**src/sirq_map.svh**
```systemverilog
// register offsets, field positions, reset values and target codes for the sensor irq and indirect access bank
// Operation
// - Masked rising sensor status edges latch a bit in rising-edge status.
// - Masked falling sensor status edges latch a bit in falling-edge status.
// - Rising mask register is read/write and resets to zero.
// - Falling mask exists per receive port; port select picks the copy.
// - Read-only 8-bit reference clock frequency in MHz, reset zero.
// - Target select bits 5:2 route indirect accesses; unlisted codes reserved.
// - Select code 0110 writes both receive ports together.
// - Auto-increment adds one to offset after each indirect access.
// - With read enable, offset write issues read strobe to target.
// - Read enable plus auto-increment: data read strobes next offset.
// - Offset register holds 8-bit register offset within target.
// - Data write writes target register; data read returns target value.
`ifndef SIRQ_MAP_SVH
`define SIRQ_MAP_SVH
// =====================================================================
// register offsets
`define SIRQ_ADDR_RISE_MASK   8'h7e
`define SIRQ_ADDR_FALL_MASK   8'h7f
`define SIRQ_ADDR_SPARE_A_LO  8'ha0
`define SIRQ_ADDR_SPARE_A_HI  8'ha4
`define SIRQ_ADDR_REFCLK      8'ha5
`define SIRQ_ADDR_SPARE_B_LO  8'ha7
`define SIRQ_ADDR_SPARE_B_HI  8'haf
`define SIRQ_ADDR_IA_CTL      8'hb0
`define SIRQ_ADDR_IA_OFFSET   8'hb1
`define SIRQ_ADDR_INDIRECT_DATA_BYTE     8'hb2
// =====================================================================
// control fields and resets
`define SIRQ_CTL_READ_BIT     0
`define SIRQ_CTL_AUTO_BIT     1
`define SIRQ_CTL_SEL_LSB      2
`define SIRQ_CTL_SEL_MSB      5
`define SIRQ_CTL_WMASK        8'h3f
`define SIRQ_RST_BYTE         8'h00
`define SIRQ_OFFSET_STEP      8'h01
`define SIRQ_PORT_COUNT       2
// =====================================================================
// target select codes
`define SIRQ_TGT_PATGEN       4'h0
`define SIRQ_TGT_RX0          4'h1
`define SIRQ_TGT_RX1          4'h2
`define SIRQ_TGT_RX_SHARED    4'h5
`define SIRQ_TGT_RX_BOTH      4'h6
`define SIRQ_TGT_CSI          4'h7
`endif

```
**src/sirq_pkg.sv**
```systemverilog
// types shared by the sensor irq and indirect access bank
package sirq_pkg;
    typedef logic [7:0] sirq_byte_type;
    typedef enum logic [1:0] {
        SIRQ_ACC_IDLE  = 2'b00,
        SIRQ_ACC_WRITE = 2'b01,
        SIRQ_ACC_READ  = 2'b10
    } sirq_acc_type;
endpackage

```
**src/sirq_edge_latch.sv**
```systemverilog
// one status byte: edge detect against last sample, mask, sticky latch
module sirq_edge_latch
    import sirq_pkg::*;
#(
    parameter bit RISING = 1'b1
) (
    // clock and reset
    input  wire logic          clk,
    input  wire logic          rst_b,
    // sensor side, already synchronised
    input  wire sirq_byte_type status_now,
    input  wire sirq_byte_type status_prev,
    input  wire sirq_byte_type edge_mask,
    // software clear, one cycle, ones clear
    input  wire sirq_byte_type clear_bits,
    // latched result
    output sirq_byte_type      latched
);
    sirq_byte_type edge_hit;

    assign edge_hit = RISING ? (status_now & ~status_prev & edge_mask)
                             : (~status_now & status_prev & edge_mask);

    // a new edge in the clearing cycle survives: set wins over clear
    always_ff @(posedge clk or negedge rst_b) begin
        if (!rst_b) begin
            latched <= '0;
        end else begin
            latched <= (latched & ~clear_bits) | edge_hit;
        end
    end
endmodule

```
**src/sirq_regs.sv**
```systemverilog
// sensor edge interrupt masks, reference clock reading and indirect access window
`include "sirq_map.svh"
module sirq_regs
    import sirq_pkg::*;
(
    // clock and reset
    input  wire logic          clk,
    input  wire logic          rst_b,
    // register port from the serial host controller, one-cycle strobes
    input  wire logic          reg_wr,
    input  wire logic          reg_rd,
    input  wire sirq_byte_type reg_addr,
    input  wire sirq_byte_type reg_wdata,
    output sirq_byte_type      reg_rdata,
    // port select from the port-select register, one bit per receive port
    input  wire logic [1:0]    port_select,
    // asynchronous inputs
    input  wire sirq_byte_type sensor_status_word,
    input  wire sirq_byte_type ref_clock_frequency_mhz,
    // software clears of the latched status, ones clear
    input  wire sirq_byte_type rise_clear,
    input  wire sirq_byte_type fall_clear,
    output sirq_byte_type      sensor_rise_latched_status,
    output sirq_byte_type      sensor_fall_latched_status,
    output logic               sensor_irq,
    // indirect target bus
    output logic [3:0]         ind_target,
    output sirq_byte_type      ind_offset,
    output sirq_byte_type      ind_wdata,
    output logic               ind_wr_strobe,
    output logic               ind_rd_strobe,
    output logic [1:0]         ind_rx_write_mask,
    input  wire sirq_byte_type ind_rdata
);
    // =====================================================================
    // synchronisers
    sirq_byte_type sens_s1_q, sens_s2_q, sens_prev_q;
    sirq_byte_type freq_s1_q, freq_s2_q;

    always_ff @(posedge clk or negedge rst_b) begin
        if (!rst_b) begin
            sens_s1_q   <= '0;
            sens_s2_q   <= '0;
            sens_prev_q <= '0;
        end else begin
            sens_s1_q   <= sensor_status_word;
            sens_s2_q   <= sens_s1_q;
            sens_prev_q <= sens_s2_q;
        end
    end

    // bytes are sampled bitwise; a changing reading may tear, hence the double read
    always_ff @(posedge clk or negedge rst_b) begin
        if (!rst_b) begin
            freq_s1_q <= `SIRQ_RST_BYTE;
            freq_s2_q <= `SIRQ_RST_BYTE;
        end else begin
            freq_s1_q <= ref_clock_frequency_mhz;
            freq_s2_q <= freq_s1_q;
        end
    end

    // =====================================================================
    // masks
    sirq_byte_type rise_mask_q;
    sirq_byte_type fall_mask_q [`SIRQ_PORT_COUNT];
    sirq_byte_type fall_mask_eff;
    sirq_byte_type fall_mask_rd;

    always_ff @(posedge clk or negedge rst_b) begin
        if (!rst_b) begin
            rise_mask_q <= `SIRQ_RST_BYTE;
        end else if (reg_wr && reg_addr == `SIRQ_ADDR_RISE_MASK) begin
            rise_mask_q <= reg_wdata;
        end
    end

    always_ff @(posedge clk or negedge rst_b) begin
        if (!rst_b) begin
            for (int p = 0; p < `SIRQ_PORT_COUNT; p++) begin
                fall_mask_q[p] <= `SIRQ_RST_BYTE;
            end
        end else if (reg_wr && reg_addr == `SIRQ_ADDR_FALL_MASK) begin
            for (int p = 0; p < `SIRQ_PORT_COUNT; p++) begin
                if (port_select[p]) begin
                    fall_mask_q[p] <= reg_wdata;
                end
            end
        end
    end

    // one sensor status word, so either port's enabled mask arms the falling detector
    assign fall_mask_eff = fall_mask_q[0] | fall_mask_q[1];
    // reads return the lowest selected port's copy
    assign fall_mask_rd  = port_select[0] ? fall_mask_q[0] : fall_mask_q[1];

    // =====================================================================
    // edge latches
    sirq_edge_latch #(
        .RISING (1'b1)
    ) u_rise (
        .clk         (clk),
        .rst_b       (rst_b),
        .status_now  (sens_s2_q),
        .status_prev (sens_prev_q),
        .edge_mask   (rise_mask_q),
        .clear_bits  (rise_clear),
        .latched     (sensor_rise_latched_status)
    );

    sirq_edge_latch #(
        .RISING (1'b0)
    ) u_fall (
        .clk         (clk),
        .rst_b       (rst_b),
        .status_now  (sens_s2_q),
        .status_prev (sens_prev_q),
        .edge_mask   (fall_mask_eff),
        .clear_bits  (fall_clear),
        .latched     (sensor_fall_latched_status)
    );

    always_ff @(posedge clk or negedge rst_b) begin
        if (!rst_b) begin
            sensor_irq <= 1'b0;
        end else begin
            sensor_irq <= |{sensor_rise_latched_status, sensor_fall_latched_status};
        end
    end

    // =====================================================================
    // indirect access
    sirq_byte_type ctl_q;
    sirq_byte_type offset_q;
    sirq_byte_type offset_d;
    sirq_byte_type tgt_offset_q;
    sirq_byte_type data_q;
    sirq_acc_type  acc_q;
    logic          auto_inc;
    logic          read_en;
    logic          wr_ctl, wr_off, wr_data, rd_data;
    logic [3:0]    sel;

    assign auto_inc = ctl_q[`SIRQ_CTL_AUTO_BIT];
    assign read_en  = ctl_q[`SIRQ_CTL_READ_BIT];
    assign sel      = ctl_q[`SIRQ_CTL_SEL_MSB:`SIRQ_CTL_SEL_LSB];
    assign wr_ctl   = reg_wr && reg_addr == `SIRQ_ADDR_IA_CTL;
    assign wr_off   = reg_wr && reg_addr == `SIRQ_ADDR_IA_OFFSET;
    assign wr_data  = reg_wr && reg_addr == `SIRQ_ADDR_INDIRECT_DATA_BYTE;
    assign rd_data  = reg_rd && reg_addr == `SIRQ_ADDR_INDIRECT_DATA_BYTE;

    always_ff @(posedge clk or negedge rst_b) begin
        if (!rst_b) begin
            ctl_q <= `SIRQ_RST_BYTE;
        end else if (wr_ctl) begin
            ctl_q <= reg_wdata & `SIRQ_CTL_WMASK;
        end
    end

    always_comb begin
        offset_d = offset_q;
        if (wr_off) begin
            offset_d = reg_wdata;
        end else if (auto_inc && (wr_data || rd_data)) begin
            offset_d = offset_q + `SIRQ_OFFSET_STEP;
        end
    end

    always_ff @(posedge clk or negedge rst_b) begin
        if (!rst_b) begin
            offset_q <= `SIRQ_RST_BYTE;
        end else begin
            offset_q <= offset_d;
        end
    end

    // the write strobe comes a cycle late, so the target keeps the offset the write aimed at
    // while the host copy has already stepped; a data read right after a data write sees that offset
    always_ff @(posedge clk or negedge rst_b) begin
        if (!rst_b) begin
            tgt_offset_q <= `SIRQ_RST_BYTE;
        end else begin
            tgt_offset_q <= wr_data ? offset_q : offset_d;
        end
    end

    always_ff @(posedge clk or negedge rst_b) begin
        if (!rst_b) begin
            data_q <= `SIRQ_RST_BYTE;
            acc_q  <= SIRQ_ACC_IDLE;
        end else begin
            if (wr_data) begin
                data_q <= reg_wdata;
            end
            case (1'b1)
                wr_data:                      acc_q <= SIRQ_ACC_WRITE;
                wr_off && read_en:            acc_q <= SIRQ_ACC_READ;
                rd_data && read_en && auto_inc: acc_q <= SIRQ_ACC_READ;
                default:                      acc_q <= SIRQ_ACC_IDLE;
            endcase
        end
    end

    // strobes fire the cycle after the access
    always_comb begin
        ind_wr_strobe = 1'b0;
        ind_rd_strobe = 1'b0;
        case (acc_q)
            SIRQ_ACC_WRITE: ind_wr_strobe = 1'b1;
            SIRQ_ACC_READ:  ind_rd_strobe = 1'b1;
            default: begin
                ind_wr_strobe = 1'b0;
                ind_rd_strobe = 1'b0;
            end
        endcase
    end

    always_comb begin
        case (sel)
            `SIRQ_TGT_RX0:      ind_rx_write_mask = 2'b01;
            `SIRQ_TGT_RX1:      ind_rx_write_mask = 2'b10;
            `SIRQ_TGT_RX_BOTH:  ind_rx_write_mask = 2'b11;
            default:            ind_rx_write_mask = 2'b00;
        endcase
    end

    assign ind_target = sel;
    assign ind_offset = tgt_offset_q;
    assign ind_wdata  = data_q;

    // =====================================================================
    // read mux, registered one cycle after reg_rd
    always_ff @(posedge clk or negedge rst_b) begin
        if (!rst_b) begin
            reg_rdata <= `SIRQ_RST_BYTE;
        end else if (reg_rd) begin
            case (reg_addr)
                `SIRQ_ADDR_RISE_MASK: reg_rdata <= rise_mask_q;
                `SIRQ_ADDR_FALL_MASK: reg_rdata <= fall_mask_rd;
                `SIRQ_ADDR_REFCLK:    reg_rdata <= freq_s2_q;
                `SIRQ_ADDR_IA_CTL:    reg_rdata <= ctl_q;
                `SIRQ_ADDR_IA_OFFSET: reg_rdata <= offset_q;
                `SIRQ_ADDR_INDIRECT_DATA_BYTE:   reg_rdata <= ind_rdata;
                default:              reg_rdata <= `SIRQ_RST_BYTE;
            endcase
        end
    end
endmodule

```
**config.mk**
```make
export PLATFORM = sky130hd
export DESIGN_NAME = sirq_regs
export DESIGN_NICKNAME = d
export VERILOG_FILES = /design/src/sirq_pkg.sv /design/src/sirq_edge_latch.sv /design/src/sirq_regs.sv
export VERILOG_INCLUDE_DIRS = /design/src /design/src/src
export SDC_FILE = /design/constraint.sdc
export NUM_CORES = 1
export LEC_CHECK = 0
export BUFFER_PORTS_ARGS = -buffer_cell sky130_fd_sc_hd__buf_2
export CAP_MARGIN = 20
export CELL_PAD_IN_SITES_DETAIL_PLACEMENT = 2
export CELL_PAD_IN_SITES_GLOBAL_PLACEMENT = 2
export CORE_ASPECT_RATIO = 1.25
export CORE_UTILIZATION = 35
export DETAILED_ROUTE_END_ITERATION = 8
export PLACE_DENSITY_LB_ADDON = 0.2
export SYNTH_ARGS = -nofsm -noshare
export SYNTH_HDL_FRONTEND = slang
export SYNTH_SLANG_ARGS = --single-unit
```
**constraint.sdc**
```tcl
create_clock -name clk -period 1.7 [get_ports clk]
set_input_delay 0.085 -clock clk [delete_from_list [all_inputs] [get_ports clk]]
set_output_delay 0.085 -clock clk [all_outputs]
set_load 0.01 [all_outputs]
```
==> summary.md, run 1 <==
| Metric | Value |
|---|---|
| Unrepaired setup endpoints after global routing | no |
| Via/cell ratio | 5.22 |
| CTS HTree Levels | 4 |
| Register with the most flip-flops | fall_mask_q |
| Hold Path Depth | 3 |
| Pre-antenna DRT Iters | 4 |
| Sequential fraction of design power | 42.8% |
| Wirelength per Cell | 22.1 um |
| Die ar. | 0.0148 mm^2 |
| Skew-Pair Late Insertion Delay | 410 ps |
| EDFF count, synth | 0 |
| Worst path depth | 6 |
| Count of final max-slew check failures | 0 |
| Clock Tree Buf Depth | 2 |
| Final Hold Vio Count | 0 |
| Share of the synthesized area in the top cell type | 60.6% |
| Avg Inst Size Synth | 12.0 um^2 |
| Startpoint types | flip-flop |
| Global-route usage over all layers | 24.6% |
| Comb pwr share | 8.3% |
| Rel. slew slack | 68.4% |
| Synthesis Warnings | 0 |
| CP startpoint | offset_q[0] |
| Tightest Hold Check Type | primary input to flip-flop |
| Antenna-violating nets left | 0 |
| R2r startpoint | offset_q[0] |
| Starting Density | 36.0% |
| Inserted Clock Buffers | 17 |
| Share of post-route cells with drive strength above 1 | 33.6% |
| I/O pin count | 111 |
| Worst EP required | 1990 ps |
| Status | finished clean |
| FFs w/ async S/R, synth | 100% |
| Setup crit end | offset_q[5] |
| Count leader, synth | dfrtp_1 |
| VDD IR max | 0.584 mV |
| DR iter-0 viols | 112 |
| Crit path time final | 1600 ps |
| Post-DP HPWL | 11.2 mm |
| Setup crit end kind | flip-flop |
| FF-to-FF path depth | 6 |
| Worst-path maximum fanout | 6 |
| Root Driver | clkbuf_16 |
| GPL Wtd Cong | 0.802 |
| Largest net degree at the start of global routing | 52 |
| Synthesized Nets | 478 |
| Clk pin slew, worst setup/hold paths | 60 ps |
| Filler Cell Count | 1380 |
| Dominant synthesized flop cell | dfrtp_1 |
| Mapped Area | 0.00500 mm^2 |
| Worst-Margin Slew | 462 ps |
| # setup viols final | 0 |
| Sink Count | 121 |
| Leak Pwr | 3.38 nW |
| Port-buffer cells | 110 |
| Max-Cap Viols | 0 |
| CP arrival | 1890 ps |
| First-pass GRT wire length | 26.0 mm |
| Cell Chain, Critical Path | and3_1 > nand4_4 > buf_4 > nor2_2 > xnor2_1 > a21oi_1 |
| R2R Path End | offset_q[5] |
| Mapped Cells | 415 |
| Area of the core | 0.0139 mm^2 |
| DRT Wirelength | 17.0 mm |
| Synth top area cells | dfrtp_1, mux2_2, nor2_1 |
| Total number of vias | 4022 |
| Largest area contributor in the netlist | dfrtp_1 |
| Width of the die | 109 um |
| Std cell rows | 48 |
| Register bit total from synthesis | 121 |
| Commonest cells in the netlist | dfrtp_1, nor2_1, nand2_1, mux2_2, inv_1 |
| Vias in the first global route | 4609 |
| Cell class contributing the biggest share of worst-path delay | simple AND/OR/NAND/NOR gates |
| Chip height | 136 um |
| Design Power | 0.00733 W |
| ANT cells | 0 |
| Initial antenna violation count | 0 |
| Fin Setup TNS | 0 ps |
| CP bufs+invs | 1 |
| Clk network pwr share | 48.9% |
| GR Overflow Total | 0 |
| Synth cell types | 52 |
| Psw | 0.00170 W |
| CP max stage delay | 490 ps |
| Area growth syn-to-layout | 36.7% |
| Sequential area share after synthesis | 60.6% |
| Int Power | 0.00563 W |
| Share of the clock period used by the worst path after layout | 94.0% |
| PD cells | 1070 mW/mm^2 |
| CTS tree | built |
| Reg2reg setup slack | 100 ps |
| Slowest CP cell | dfrtp_1 |
| Clock Skews | 4.47 ps |
| Setup Crit Path Kind | flip-flop to flip-flop |
| Max Freq | 626 MHz |
| Drt drc | 0 |
| Max reg flops | 16 |
| Sw frac | 23.2% |
| Final nets | 647 |
how the worst min path moves through the flow:
stage | startpoint | end | slack [ps]
6_report | ind_rdata[3] | reg_rdata[3] | 60
2_1_floorplan | rst_b | acc_q[0] | -210
5_1_grt | ind_rdata[4] | reg_rdata[4] | 60
3_3_place_gp | rst_b | sensor_irq | 4
3_5_place_dp | rst_b | sens_prev_q[5] | 9
4_1_cts | ind_rdata[3] | reg_rdata[3] | 50
per-layer routing:
| layer | track usage, % | routed length, um | part of all wire, % |
|---|---|---|---|
| met5 | 0 | 0 | 0 |
| met4 | 9.31 | 369 | 2.2 |
| met3 | 4.91 | 525 | 3.1 |
| met2 | 45.8 | 9470 | 56 |
| met1 | 27.0 | 6650 | 39 |
timing repair:
| item | 4_1_cts | 5_1_grt |
|---|---|---|
| hold buffers | 41 | 0 |
| endpoints found under the hold margin | 161 | 0 |
| buffers inserted | 0 | 0 |
| gates resized for setup | 0 | 3 |
| endpoints found under the setup margin | 0 | 2 |
cells by family (layout without fill, tap and decap cells):
| family | after synthesis | after routing | synth area share [%] |
|---|---|---|---|
| compound gates | 83 | 83 | 11.9 |
| buf+inv | 46 | 227 | 4.23 |
| fa+ha+maj | 1 | 1 | 0.250 |
| mux | 43 | 43 | 9.37 |
| simple gates | 114 | 114 | 12.4 |
| flops | 121 | 121 | 60.6 |
| xor+xnor | 7 | 7 | 1.23 |
placed cells by master (no fill, tap or decap), types with 6 or more instances in the layout:
master	count
a21oi_1	19
a22oi_1	6
a31oi_1	8
a32o_1	8
buf_2	109
buf_4	17
clkbuf_16	17
dfrtp_1	119
dlygate4sd3_1	41
inv_1	26
mux2_2	30
mux2i_1	13
nand2_1	36
nand3_1	6
nor2_1	37
o22ai_1	7
o32ai_1	8
per-stage QoR:
step / std cells / cell area (um^2) / util [%] / hold slack, ps / setup slack, ps
6_report: 771 / 6830 / 49.2 / 56.0 / 102
5_1_grt: 771 / 6830 / 49.2 / 55.3 / 22.1
4_1_cts: 771 / 6820 / 49.2 / 46.5 / 79.5
3_5_place_dp: 699 / 5830 / 42.1 / 8.93 / 102
3_3_place_gp: 699 / 5830 / 42.1 / 4.35 / 141
2_1_floorplan: 415 / 5000 / - / -211 / 263
worst reg2reg max path: stages, from the launching register on:
cell	delay, ps
dfrtp_1	490
and3_1	290
nand4_4	160
buf_4	200
nor2_2	110
xnor2_1	140
a21oi_1	90
cell type report:
cell class	instances	area (um^2)	area share, %
sequential	121	3030	44.4
multi-input combinational	248	1760	25.8
tap	175	219	3.21
clock inverter	9	124	1.81
inverter	26	97.6	1.43
clock buffer	22	454	6.65
timing repair buffer	170	1140	16.7
power groups by stage:
| stage | registers [W] | clock network [W] | logic (W) |
|---|---|---|---|
| final | 0.00314 | 0.00358 | 0.000608 |
| after global routing | 0.00315 | 0.00374 | 0.000668 |
| after CTS | 0.00314 | 0.00364 | 0.000609 |
| after detailed placement | 0.00318 | 0 | 0.000527 |
| after global placement | 0.00317 | 0 | 0.000509 |
| after floorplan | 0.00317 | 0 | 0.000199 |
Note: power is estimated with default switching activity, not from simulation.
==> inputs of run 2 (changes only) <==
Settings changed: SKIP_CTS_REPAIR_TIMING set to 1.
Clock period 1.7 ns to 1.8 ns, I/O delays scaled along.
==> summary.md, run 2 (synthesis gave the netlist of run 1 again) <==
| Metric | Value |
|---|---|
| Cell class contributing the biggest share of worst-path delay | compound AO/OA/AOI/OAI gates |
| Max reg flops | 16 (unchanged) |
| Width of the die | 109 um (unchanged) |
| Worst-path maximum fanout | 7 (+1) |
| Count of final max-slew check failures | 0 (unchanged) |
| Std cell rows | 48 (unchanged) |
| Cell Chain, Critical Path | and3_1 > nand4_4 > o21ai_1 > a21oi_1 > a311oi_1 |
| Pre-antenna DRT Iters | 4 (unchanged) |
| Minimum hold slack | -13.6 ps (-69.6 ps) |
| Filler Cell Count | 1369 (-0.80%) |
| CTS tree | built |
| Area of the core | 0.0139 mm^2 (unchanged) |
| DR iter-0 viols | 175 (+56%) |
| Design Power | 0.00688 W (-6.1%) |
| # setup viols final | 0 (unchanged) |
| Antenna-violating nets left | 0 (unchanged) |
| Starting Density | 36.0% (unchanged) |
| Chip height | 136 um (unchanged) |
| Worst EP required | 2080 ps (+90 ps) |
| Setup crit end kind | flip-flop |
| Int Power | 0.00524 W (-7.0%) |
| Failing checks | negative hold slack |
| Crit path time final | 1740 ps (+138 ps) |
| CTS HTree Levels | 4 (unchanged) |
| VDD IR max | 0.514 mV (-12%) |
| GR Overflow Total | 0 (unchanged) |
| Core Util, Final | 48.5% (-0.70 points) |
| Commonest non-fill, non-tap cell in the layout | dfrtp_1 |
| ANT cells | 0 (unchanged) |
| Sw frac | 23.9% (+0.73 points) |
| Share of post-route cells with drive strength above 1 | 33.4% (-0.11 points) |
| Die ar. | 0.0148 mm^2 (unchanged) |
| CP bufs+invs | 0 (-1) |
| Unrepaired setup endpoints after global routing | no |
| Tightest Hold Check Type | primary input to flip-flop |
| Total number of vias | 3999 (-0.57%) |
| Clock Skews | 8.04 ps (+3.57 ps) |
| PD cells | 1020 mW/mm^2 (-4.7%) |
| Port-buffer cells | 110 (unchanged) |
| First-pass GRT wire length | 24.8 mm (-4.6%) |
| Psw | 0.00164 W (-3.2%) |
| Rel. slew slack | 58.8% (-9.6 points) |
| Clock Tree Buf Depth | 2 (unchanged) |
| Global-route usage over all layers | 23.2% (-1.4 points) |
| Commonest cells after routing, fill and taps aside | dfrtp_1, buf_2, nor2_1 |
| Leak Pwr | 3.34 nW (-1.1%) |
| Startpoint types | flip-flop |
| Sequential fraction of design power | 43.0% (+0.2 points) |
| Slowest CP cell | dfrtp_1 |
| DRT Wirelength | 17.2 mm (+0.92%) |
| Fin Setup TNS | 0 ps (unchanged) |
| Worst-Margin Slew | 616 ps (+154 ps) |
| Status | finished with violations |
| Via/cell ratio | 5.25 (+0.73%) |
| Clk pin slew, worst setup/hold paths | 60 ps (about the same) |
| Clk network pwr share | 48.8% (about the same) |
| Max Freq | 576 MHz (-8.0%) |
| CP max stage delay | 510 ps (+20 ps) |
| Setup Crit Path Kind | flip-flop to flip-flop |
| Sink Count | 121 (unchanged) |
| Final Hold Vio Count | 2 (+2) |
| Root Driver | clkbuf_16 |
| Area growth syn-to-layout | 34.7% |
| Initial antenna violation count | 0 (unchanged) |
| Skew-Pair Late Insertion Delay | 410 ps (about the same) |
| Inserted Clock Buffers | 17 (unchanged) |
| Share of the clock period used by the worst path after layout | 96.5% (+2.4 points) |
| I/O pin count | 111 (unchanged) |
| Max-Cap Viols | 0 (unchanged) |
| Comb pwr share | 8.2% (about the same) |
| Register with the most flip-flops | fall_mask_q |
| GPL Wtd Cong | 0.771 (-3.9%) |
| Vias in the first global route | 4348 (-5.7%) |
| Largest net degree at the start of global routing | 54 (+3.8%) |
| Drt drc | 0 (unchanged) |
| Final nets | 638 (-1.4%) |
| Wirelength per Cell | 22.6 um (+2.2%) |
| Post-DP HPWL | 11.1 mm (-0.96%) |
| CP arrival | 2010 ps (+120 ps) |
==> run 2: routing by layer <==
layer | global-route usage, % | vias to the layer above | wire length (um)
li1 | - | 1800 | -
met1 | 27.3 | 2086 | 6740
met2 | 41.7 | 94 | 9590
met3 | 4.52 | 19 | 508
met4 | 7.88 | 0 | 330
met5 | 0 | - | 0
==> run 2: layout make-up <==
class                      instances  area, um^2  area share, %
clock buffer                      22         474           7.05
clock inverter                     8        96.3           1.43
inverter                          26        97.6           1.45
multi-input combinational        248        1760           26.1
sequential                       121        3030           45.0
tap                              175         219           3.25
timing repair buffer             161        1060           15.7
==> run 2: power groups by stage <==
| stage | logic (W) | clock network, W | registers [W] |
|---|---|---|---|
| CTS | 0.000510 | 0.00339 | 0.00296 |
| finish | 0.000564 | 0.00336 | 0.00296 |
| global placement | 0.000481 | 0 | 0.00300 |
| detailed placement | 0.000499 | 0 | 0.00300 |
| floorplan | 0.000188 | 0 | 0.00300 |
| global route | 0.000619 | 0.00351 | 0.00298 |
==> run 2: through the flow <==
stage / instance area, um^2 / setup slack [ps] / std cells / hold WS (ps)
after global routing: 6730 / 8.34 / 761 / 13.8
after floorplan: 5000 / 363 / 415 / -206
after detailed placement: 5820 / -23.9 / 697 / 19.5
after global placement: 5820 / 141 / 697 / 14.4
after CTS: 6390 / 85.5 / 727 / -417
final: 6730 / 63.6 / 761 / -13.6
==> run 2: worst register-to-register path, delay by kind of cell, from the launching register on <==
kind | cells | cell delay [ps]
flops | 1 | 510
compound gates | 3 | 640
simple gates | 2 | 460
==> run 2: path summary, 6_finish.rpt <==
path                            slack, ps  cells past startpoint           from           endpoint
worst max-delay path                   60                      5    offset_q[0]      ind_offset[5]
worst min-delay path                  -10                      3  rise_clear[7]  u_rise.latched[7]
worst max register to register         60                      5    offset_q[0]      ind_offset[5]
worst min register to register        350                      0   freq_s1_q[6]       freq_s2_q[6]
max in group asynchronous            1050                      3          rst_b        offset_q[1]
min in group asynchronous             130                      2          rst_b       sens_s2_q[3]
==> inputs of run 3 (changes only) <==
Settings changed: SYNTH_HIERARCHICAL set to 1.
==> summary.md, run 3 <==
| Metric | Value |
|---|---|
| Status | finished clean |
| Starting Density | 36.4% (+0.40 points) |
| Filler Cell Count | 1390 (+1.5%) |
| I/O pin count | 111 (unchanged) |
| FFs w/ async S/R, synth | 100% (unchanged) |
| Root Driver | clkbuf_16 |
| Setup Crit Path Kind | flip-flop to flip-flop |
| GR Overflow Total | 0 (unchanged) |
| Post-DP HPWL | 12.1 mm (+8.9%) |
| Antenna-violating nets left | 0 (unchanged) |
| Comb pwr share | 9.1% (+0.9 points) |
| EDFF count, synth | 0 (unchanged) |
| Sink Count | 121 (unchanged) |
| Inserted Clock Buffers | 17 (unchanged) |
| # setup viols final | 0 (unchanged) |
| Mapped Cells | 430 (+3.6%) |
| Dominant synthesized flop cell | dfrtp_1 |
| Largest net degree at the start of global routing | 49 (-9.3%) |
| Width of the die | 110 um (+0.97%) |
| Vias in the first global route | 4661 (+7.2%) |
| Sequential fraction of design power | 42.5% (-0.5 points) |
| Via/cell ratio | 5.26 (about the same) |
| Clk pin slew, worst setup/hold paths | 60 ps (about the same) |
| Commonest cells in the netlist | dfrtp_1, nand2_1, mux2_2, inv_1, nor2_1 |
| Chip height | 137 um (+0.97%) |
| Placed inst area | 0.00614 mm^2 (+5.5%) |
| Max reg flops | 16 (unchanged) |
| Commonest non-fill, non-tap cell in the layout | dfrtp_1 |
| Final nets | 685 (+7.4%) |
| Share of post-route cells with drive strength above 1 | 39.4% (+6.0 points) |
| CP arrival | 1960 ps (-50 ps) |
| Crit path time final | 1680 ps (-53.2 ps) |
| Worst EP required | 2080 ps (about the same) |
| Synthesis Warnings | 6 (+6) |
| Max Freq | 594 MHz (+3.2%) |
| Share of the clock period used by the worst path after layout | 93.5% (-3.0 points) |
| Setup crit end kind | flip-flop |
| Synth top area cells | dfrtp_1, mux2_2, nand2_1 |
| Commonest cells after routing, fill and taps aside | dfrtp_1, buf_2, nand2_1 |
| Cell class contributing the biggest share of worst-path delay | simple AND/OR/NAND/NOR gates |
| VDD IR max | 0.567 mV (+10%) |
| Max-Cap Viols | 0 (unchanged) |
| Count of final max-slew check failures | 0 (unchanged) |
| Share of the synthesized area in the top cell type | 59.4% (-1.2 points) |
| Psw | 0.00172 W (+4.6%) |
| Cell Chain, Critical Path | buf_4 > ha_2 > nand3_1 > or4_1 > o21ai_0 > a22oi_1 |
| Count leader, synth | dfrtp_1 |
| Worst-path maximum fanout | 4 (-3) |
| ANT cells | 0 (unchanged) |
| Final Hold Vio Count | 0 (-2) |
| DR iter-0 viols | 154 (-12%) |
| Wirelength per Cell | 23.3 um (+3.1%) |
| Global-route usage over all layers | 24.7% (+1.5 points) |
| Tightest Hold Check Type | primary input to flip-flop |
| Area of the core | 0.0140 mm^2 (+0.87%) |
| Mapped Area | 0.00509 mm^2 (+2.0%) |
| Register bit total from synthesis | 121 (unchanged) |
| Pre-antenna DRT Iters | 5 (+1) |
| GPL Wtd Cong | 0.793 (+2.9%) |
| Final Cell Area | 0.00712 mm^2 (+5.7%) |
| Register with the most flip-flops | fall_mask_q |
| Largest area contributor in the netlist | dfrtp_1 |
| Unrepaired setup endpoints after global routing | no |
| Startpoint types | flip-flop |
| Initial antenna violation count | 0 (unchanged) |
| First-pass GRT wire length | 26.7 mm (+7.4%) |
| Clock Skews | 7.31 ps (-0.730 ps) |
| Core Util, Final | 50.9% (+2.3 points) |
| Drt drc | 0 (unchanged) |
| Leak Pwr | 3.46 nW (+3.6%) |
| CP bufs+invs | 1 (+1) |
| Clk network pwr share | 48.4% (-0.4 points) |
| Worst-Margin Slew | 543 ps (-72.5 ps) |
| Area growth syn-to-layout | 39.7% |
| CP max stage delay | 440 ps (-70 ps) |
| Synth cell types | 52 (unchanged) |
| Slowest CP cell | or4_1 |
| CTS tree | built |
| Sw frac | 24.7% (+0.79 points) |
| Synthesized Nets | 493 (+3.1%) |
| Skew-Pair Late Insertion Delay | 410 ps (about the same) |
| Total number of vias | 4255 (+6.4%) |
| PD cells | 979 mW/mm^2 (-4.2%) |
| CTS HTree Levels | 4 (unchanged) |
| Port-buffer cells | 110 (unchanged) |
| Int Power | 0.00525 W (+0.24%) |
| Sequential area share after synthesis | 59.4% (-1.2 points) |
| Avg Inst Size Synth | 11.8 um^2 (-1.6%) |
| Rel. slew slack | 63.8% (+5.0 points) |
| Std cell rows | 48 (unchanged) |
| Die ar. | 0.0150 mm^2 (+1.9%) |
| DRT Wirelength | 18.8 mm (+9.6%) |
| Clock Tree Buf Depth | 2 (unchanged) |
[run 3: changes by cell type after synthesis, sizes merged, moves of 7 or more]
cell,before,now
a32o,8,0
o22ai,7,15
nand2,38,54
or2,0,9
nor2,38,23
clkbuf,8,15
a21oi,20,8
nor3,0,7
nor4,4,11
o32ai,8,1
[run 3: per-stage QoR]
| stage | hold slack (ps) | instances | power (W) | TNS (ps) | worst slack, ps |
|---|---|---|---|---|---|
| 3_3_place_gp | 98.1 | 739 | 0.00352 | -2600 | -215 |
| 4_1_cts | -334 | 770 | 0.00697 | 0 | 75.0 |
| 6_report | 0.532 | 809 | 0.00697 | 0 | 117 |
| 2_1_floorplan | -206 | 430 | 0.00320 | -21.9 | -21.9 |
| 3_5_place_dp | 105 | 739 | 0.00355 | -4220 | -282 |
| 5_1_grt | 8.82 | 809 | 0.00721 | 0 | 27.0 |
[run 3: worst reg2reg max path, cell delays in order (launching register included)]
cell     delay (ps)
dfrtp_1         370
buf_4           150
ha_2            210
nand3_1         140
or4_1           440
o21ai_0         120
a22oi_1         130
[run 3: kinds of logic (layout without fill, tap and decap cells)]
family / count (synthesis) / after routing / synth area share (%)
multiplexers: 44 / 44 / 9.43
buffers and inverters: 47 / 251 / 3.83
adder cells (fa/ha/maj): 1 / 1 / 0.246
AND/OR/NAND/NOR: 134 / 134 / 13.7
flip-flops: 121 / 121 / 59.4
AO/OA/AOI/OAI: 77 / 77 / 12.3
XOR/XNOR: 6 / 6 / 1.03
[run 3: final timing paths]
check | from | end | slack [ps] | cells past startpoint
setup / recovery | offset_q[0] | ind_offset[2] | 120 | 6
hold / removal | reg_wdata[2] | ind_wdata[2] | 0.5 | 3
setup reg to reg | offset_q[0] | ind_offset[2] | 120 | 6
hold reg to reg | sens_s1_q[7] | sens_s2_q[7] | 340 | 0
max in group asynchronous | rst_b | ctl_q[1] | 940 | 3
min in group asynchronous | rst_b | sensor_irq | 190 | 2
[run 3: area by class of cell]
type | count | area [um^2] | share of cell area (%)
clock buffer | 20 | 457 | 6.42
clock inverter | 11 | 123 | 1.72
inverter | 26 | 97.6 | 1.37
multi-input combinational | 262 | 1890 | 26.5
sequential | 121 | 3030 | 42.5
tap | 175 | 219 | 3.08
timing repair buffer | 194 | 1310 | 18.4
[run 3: power groups by stage]
stage | Clock [W] | Combinational, W | Sequential, W
after global placement | 0 | 0.000524 | 0.00299
after detailed placement | 0 | 0.000548 | 0.00300
final | 0.00337 | 0.000634 | 0.00296
after floorplan | 0 | 0.000196 | 0.00300
after global routing | 0.00354 | 0.000689 | 0.00298
after CTS | 0.00344 | 0.000566 | 0.00296
[run 3: per-layer routing]
metal	share of wire, %	track usage (%)	vias to the layer above
met4	2.8	6.81	0
met3	3.3	5.29	33
met5	0	0	-
li1	-	-	1914
met1	39	27.0	2192
met2	55	47.1	116
